===== config.mk =====
export PLATFORM = sky130hd
export DESIGN_NAME = qsf_host
export DESIGN_NICKNAME = d
export VERILOG_FILES = /design/src/pkg/qsf_pkg.sv /design/src/verilog/qsf_host.sv
export SDC_FILE = /design/constraint.sdc
export NUM_CORES = 1
export LEC_CHECK = 0
export BUFFER_PORTS_ARGS = -buffer_cell sky130_fd_sc_hd__clkbuf_2
export CORE_MARGIN = 3
export CORE_UTILIZATION = 30
export DETAILED_ROUTE_END_ITERATION = 7
export PLACE_DENSITY = 0.47
export SYNTH_ARGS = -nofsm -noshare
export SYNTH_HDL_FRONTEND = slang
export SYNTH_SLANG_ARGS = --single-unit
export TNS_END_PERCENT = 1

===== constraint.sdc =====
create_clock -name clk -period 3.7 [get_ports clk]
set_input_delay 0.37 -clock clk [delete_from_list [all_inputs] [get_ports clk]]
set_output_delay 0.37 -clock clk [all_outputs]
set_load 0.05 [all_outputs]

===== src/pkg/qsf_pkg.sv =====
// qsf_pkg: constants for the quad switch fault interrogation host.
// assumes a 250 MHz system clock; times are in microseconds.
package qsf_pkg;
   // ------------------------------------------------------------
   // timing
   // ------------------------------------------------------------
   localparam int CLK_MHZ          = 250;  // system clock rate
   localparam int T_RESET_US       = 100;  // status reset delay wait, chosen margin
   localparam int T_OC_US          = 55;   // overcurrent_sense_delay
   localparam int T_SOFT_US        = 2200; // soft open report delay (2.2 ms)
   localparam int T_ON_US          = 100;  // on-state status delay wait, chosen margin
   localparam int T_SETTLE_US      = 3000; // per-input probe window, covers soft open
   localparam int RESET_CYC        = T_RESET_US * CLK_MHZ;
   localparam int SETTLE_CYC       = T_SETTLE_US * CLK_MHZ;
   localparam int CNT_W            = 20;   // counter width, holds 750000
   // ------------------------------------------------------------
   // result codes
   // ------------------------------------------------------------
   localparam logic [1:0] KIND_NONE = 2'h0; // no fault found
   localparam logic [1:0] KIND_OC   = 2'h1; // overcurrent or soft open
   localparam logic [1:0] KIND_OL   = 2'h2; // open load
   localparam logic [1:0] KIND_UNK  = 2'h3; // not located
   typedef enum logic [2:0] {QSF_IDLE, QSF_CLEAR, QSF_PROBE_ON, QSF_PROBE_OFF, QSF_DONE} qsf_state_e;
endpackage


===== src/verilog/qsf_host.sv =====
// qsf_host: host-side driver and fault interrogation sequencer for a
// quad low-side switch. assumes the fault line is already synchronous.
`timescale 1ns/1ps
`default_nettype none
module qsf_host
   import qsf_pkg::*;
#(
   parameter int RESET_WAIT  = RESET_CYC,  // status reset delay in cycles
   parameter int SETTLE_WAIT = SETTLE_CYC  // probe window in cycles
)(
   input  wire logic       clk,           // 250 MHz
   input  wire logic       rst,           // sync, active high
   input  wire logic [3:0] user_on,       // normal single drive request
   input  wire logic [1:0] user_pair_on,  // normal pair drive request
   input  wire logic       user_pair_mode,// select pair control
   input  wire logic       fault_n,       // shared fault status line
   output logic      [3:0] drive_in,      // individual inputs
   output logic      [1:0] drive_pair,    // pair inputs
   output logic            pair_sel,      // single/dual select
   output logic            busy,          // interrogation running
   output logic            done,          // one-cycle result pulse
   output logic      [1:0] fault_kind,    // result type
   output logic      [1:0] fault_index,   // output or pair index
   output logic            fault_is_pair  // index names a pair
);
   // ------------------------------------------------------------
   // state
   // ------------------------------------------------------------
   qsf_state_e         state;    // sequencer state
   logic [CNT_W-1:0]   cnt;      // delay counter
   logic [1:0]         idx;      // input under probe
   logic               mode;     // pair mode latched at start
   logic               is_oc;    // classification result

   // last probe index depends on mode
   function automatic logic last_idx(input logic m, input logic [1:0] i);
      last_idx = m ? (i == 2'h1) : (i == 2'h3);
   endfunction

   // ------------------------------------------------------------
   // sequencer
   // ------------------------------------------------------------
   // a low fault line starts interrogation; the device itself merges all
   // fault types onto it, so classification is by sequencing only
   always_ff @(posedge clk) begin
      if (rst) begin
         state <= QSF_IDLE;
         cnt   <= '0;
         idx   <= 2'h0;
         mode  <= 1'b0;
         is_oc <= 1'b0;
      end else begin
         case (state)
            QSF_IDLE: begin
               cnt <= '0;
               if (!fault_n) begin
                  mode  <= user_pair_mode;
                  state <= QSF_CLEAR;
               end
            end
            // all inputs low, wait the reset delay, then sample
            QSF_CLEAR: begin
               if (cnt == CNT_W'(RESET_WAIT - 1)) begin
                  is_oc <= fault_n;
                  cnt   <= '0;
                  idx   <= 2'h0;
                  state <= QSF_PROBE_ON;
               end else begin
                  cnt <= cnt + 1'b1;
               end
            end
            // one input on; window long enough for the soft open delay
            QSF_PROBE_ON: begin
               if (cnt == CNT_W'(SETTLE_WAIT - 1)) begin
                  cnt   <= '0;
                  state <= QSF_PROBE_OFF;
               end else begin
                  cnt <= cnt + 1'b1;
               end
               // first fault seen while on marks the culprit
               if (is_oc && !fault_n) begin
                  state <= QSF_DONE;
               end
            end
            // off again; open-load line must recover low before next probe
            QSF_PROBE_OFF: begin
               if (cnt == CNT_W'(RESET_WAIT - 1)) begin
                  cnt <= '0;
                  if (last_idx(mode, idx)) begin
                     state <= QSF_DONE;
                  end else begin
                     idx   <= idx + 2'h1;
                     state <= QSF_PROBE_ON;
                  end
               end else begin
                  cnt <= cnt + 1'b1;
               end
            end
            QSF_DONE: begin
               state <= QSF_IDLE;
            end
            default: state <= QSF_IDLE;
         endcase
      end
   end

   // ------------------------------------------------------------
   // open-load locate: line high while probed input on clears suspect
   // ------------------------------------------------------------
   logic [3:0] ol_cand; // outputs still suspected of open load
   always_ff @(posedge clk) begin
      if (rst || state == QSF_CLEAR) begin
         ol_cand <= 4'hF;
      end else if (state == QSF_PROBE_ON && cnt == CNT_W'(SETTLE_WAIT - 1) && fault_n) begin
         ol_cand[idx] <= 1'b0;
      end
   end

   // ------------------------------------------------------------
   // result
   // ------------------------------------------------------------
   // with several faults the answer is meaningless; one fault assumed
   always_ff @(posedge clk) begin
      if (rst) begin
         done          <= 1'b0;
         fault_kind    <= KIND_NONE;
         fault_index   <= 2'h0;
         fault_is_pair <= 1'b0;
      end else begin
         done <= 1'b0;
         if (state == QSF_DONE) begin
            done          <= 1'b1;
            fault_is_pair <= mode;
            fault_index   <= idx;
            if (is_oc) begin
               fault_kind <= (state == QSF_DONE && fault_n) ? KIND_UNK : KIND_OC;
            end else begin
               fault_kind <= ol_cand[idx] ? KIND_OL : KIND_UNK;
               // open-load: lowest-numbered remaining suspect wins
               for (int k = 3; k >= 0; k--) begin
                  if (ol_cand[k] && (!mode || k < 2)) begin
                     fault_index <= 2'(k);
                  end
               end
               if (ol_cand == 4'h0 || (mode && ol_cand[1:0] == 2'h0)) begin
                  fault_kind <= KIND_UNK;
               end else begin
                  fault_kind <= KIND_OL;
               end
            end
         end
      end
   end

   // ------------------------------------------------------------
   // pin drive
   // ------------------------------------------------------------
   // normal use passes user requests; select picks which group counts
   always_ff @(posedge clk) begin
      if (rst) begin
         drive_in   <= 4'h0;
         drive_pair <= 2'h0;
         pair_sel   <= 1'b0;
      end else if (state == QSF_IDLE && fault_n) begin
         pair_sel   <= user_pair_mode;
         drive_in   <= user_pair_mode ? 4'h0 : user_on;
         drive_pair <= user_pair_mode ? user_pair_on : 2'h0;
      end else if (state == QSF_PROBE_ON) begin
         pair_sel   <= mode;
         drive_in   <= mode ? 4'h0 : (4'h1 << idx);
         drive_pair <= mode ? (2'h1 << idx[0]) : 2'h0;
      end else begin
         // select must match the probe mode, or pair probes drive ignored pins
         pair_sel   <= (state == QSF_IDLE) ? user_pair_mode : mode;
         drive_in   <= 4'h0;
         drive_pair <= 2'h0;
      end
   end

   assign busy = (state != QSF_IDLE);

   // ------------------------------------------------------------
   // checks
   // ------------------------------------------------------------
   a_clear_all_low: assert property (@(posedge clk) disable iff (rst)
      state == QSF_CLEAR |=> (drive_in == 4'h0 && drive_pair == 2'h0))
      else $error("inputs not low during clear");
   a_probe_one_hot: assert property (@(posedge clk) disable iff (rst)
      state == QSF_PROBE_ON && !mode |=> $onehot(drive_in) || state != QSF_PROBE_ON)
      else $error("probe drives more than one input");
   a_pair_mode_result: assert property (@(posedge clk) disable iff (rst)
      done |-> fault_is_pair == mode)
      else $error("pair flag wrong on result");
   a_idle_fault_start: assert property (@(posedge clk) disable iff (rst)
      state == QSF_IDLE && !fault_n |=> state == QSF_CLEAR)
      else $error("fault not acted on");
   a_select_follow: assert property (@(posedge clk) disable iff (rst)
      state == QSF_IDLE && fault_n |=> pair_sel == $past(user_pair_mode))
      else $error("select not passed through");
   a_probe_select: assert property (@(posedge clk) disable iff (rst)
      (state == QSF_PROBE_ON || state == QSF_PROBE_OFF) |-> pair_sel == mode)
      else $error("select differs from probe mode");
endmodule
`default_nettype wire


==> flow_summary.json <==
{
  "cp_data_required_time_ns": 3.33,
  "post-cts-setup-buffers": 0,
  "final_nets": 331,
  "ir_drop_mv": 0.144,
  "io_pins": 24,
  "core_sq_um": 7410,
  "crit_type": "reg -> out",
  "hp-class": "in -> reg",
  "place_hpwl_mm": 3.95,
  "yosys_warnings": 0,
  "synth.area.top_cells": "dfxtp_1, nand2_1, a21oi_1, nor2_1, o22ai_1",
  "worstPathMaxFanout": 27,
  "track_usage": 0.140,
  "synthArstFlopShare": 0,
  "path_clk_slew_ns": 0.09,
  "cap_violations": 0,
  "critPathArrivalTime_ns": 2.21,
  "tightest_slew_ns": 0.989,
  "clock_skew_ns": 0.00455,
  "ys_types": 50,
  "yosysTopAreaCell": "dfxtp_1",
  "setup_violations": 0,
  "grt_pass1_wl_mm": 9.89,
  "synth_flop_cell": "dfxtp_1",
  "max_freq_mhz": 388,
  "powerDensity_nw_per_um2": 492,
  "cts_tree": "built",
  "finalCritPeriodShare": 0.696,
  "cts_inserted_buffers": 5,
  "grt_overflow": 0,
  "rows": 31,
  "n_antenna_cell": 0,
  "grt_max_degree": 43,
  "synth-edff-count": 0,
  "die_area_sq_um": 8930,
  "ant_nets": 0,
  "port_buffers": 23,
  "finalSetupTns_ns": 0,
  "gp_congestion": 0.793,
  "min_period_ns": 2.58,
  "route.detailed.drc": 0,
  "place_area_sq_um": 2520,
  "yosys_register_bits": 44,
  "synthCells": 303,
  "clk-insertion-delay-late_ns": 0.30,
  "ctsResizeCount": 0,
  "hold_ws_ns": 0.322,
  "hold_viol": 0,
  "antenna_found_initial": 0,
  "drive_gt1_frac": 0.136,
  "fin_total_pwr_mw": 1.30,
  "num_vias": 2197,
  "cts_htree_levels": 2,
  "p_leak_nw": 0.875,
  "relSlewSlack": 0.339,
  "syn-num-nets": 318,
  "die_x_um": 94.5,
  "clockBufferDepth": 2,
  "start_kind": "flop",
  "ctsHoldBuffers": 0,
  "postLayoutCellArea_sq_um": 2630,
  "dp_slack_ns": 1.44,
  "syn_to_final_growth_pct": 12.1,
  "fin_ws_ns": 1.12,
  "yosysTopAreaCellShare": 0.375,
  "synthTopCellsByCount": "dfxtp_1, nand2_1, nor2_1",
  "finalMaxSlewViolations": 0,
  "root_buffer": "clkbuf_8",
  "ys_seq_area_frac": 0.375,
  "viasPerCell": 5.28,
  "initial_core_util": 0.317,
  "fp.dieH_um": 94.5,
  "drt_iter0_drc": 78,
  "drt-total-wl_mm": 5.86,
  "syn_area_sq_um": 2350,
  "dr.pass1.iters": 4,
  "first_global_vias": 2076,
  "yosysMostFrequentCell": "dfxtp_1",
  "rsz0062_at_grt": "no",
  "worstSetupEndpointType": "primary output",
  "wl_per_cell_um": 14.1,
  "outcome": "finished, final reports clean",
  "syn_area_per_cell_sq_um": 7.75,
  "cts_sinks": 44
}
-- path summary, 6_finish.rpt --
check | from | to | slack [ns] | cells past startpoint
worst max-delay path | state[2]$_SDFFE_PP0P_ | busy | 1.12 | 3
worst min-delay path | user_on[1] | drive_in[1]$_SDFF_PP0_ | 0.32 | 3
worst max register to register | state[2]$_SDFFE_PP0P_ | cnt[8]$_SDFFE_PP0P_ | 1.44 | 5
worst min register to register | fault_index[0]$_SDFFE_PP0P_ | fault_index[0]$_SDFFE_PP0P_ | 0.46 | 2
-- power breakdown --
part	internal (mW)	switching, mW
registers	0.502	0.0458
clock network	0.200	0.176
logic	0.110	0.262
total	0.812	0.484
-- kinds of logic after synthesis --
kind of cell,synth area share
xor gates and xnor gates,0.00373
buffers and inverters,0.0538
AOI/OAI and AO/OA,0.214
adders and majority gates,0.0266
muxes,0.0133
and+or+nand+nor,0.314
DFF,0.375
-- layer usage --
layer,global-route usage,vias up,wire length (um)
met3,0.0311,9,227
met5,0,-,0
met2,0.243,36,2770
li1,-,1125,-
met4,0.0529,0,89
met1,0.169,1027,2770
-- cells in the final DEF, fill, tap and decap left out, types with 2 or more instances in the layout --
cell type / count
clkbuf_2: 23
o21ai_0: 7
nand3_1: 12
o21bai_1: 3
a21oi_1: 30
nor2b_1: 4
nor2_1: 32
clkbuf_8: 5
nor3_1: 7
and4_1: 3
inv_1: 11
o221ai_1: 2
buf_4: 2
ha_1: 5
o22ai_1: 16
and3_1: 2
dfxtp_1: 44
o31a_1: 8
o21a_1: 2
mux2i_1: 2
nor4_1: 9
nand2_1: 43
o21ai_1: 2
and2_1: 6
a22oi_1: 5
nand4_1: 6
-- registers in the layout (all words and copies together), names as in the netlist, 2 cells and up --
name and count:
cnt 20, drive_in 4, ol_cand 4, state 3, drive_pair 2, fault_index 2
fault_kind 2, idx 2
-- layout make-up --
class	instances	area, sq um
Timing Repair Buffer	25	130
Fill cell	800	4770
Sequential cell	44	881
Tap cell	99	124
Inverter	11	41.3
Clock buffer	5	68.8
Multi-Input combinational cell	229	1350
Clock inverter	3	42.5
-- stage by stage --
step | utilization | instances
global placement | 0.340 | 408
floorplan | - | 303
finish | 0.356 | 416
global route | 0.356 | 416
detailed placement | 0.340 | 408
CTS | 0.356 | 416
-- worst max-delay path, stage by stage (launching register included) --
cell	delay (ns)
dfxtp_1	0.64
nor3_1	0.84
inv_1	0.14
clkbuf_2	0.28
(Power assumes the default switching activity.)
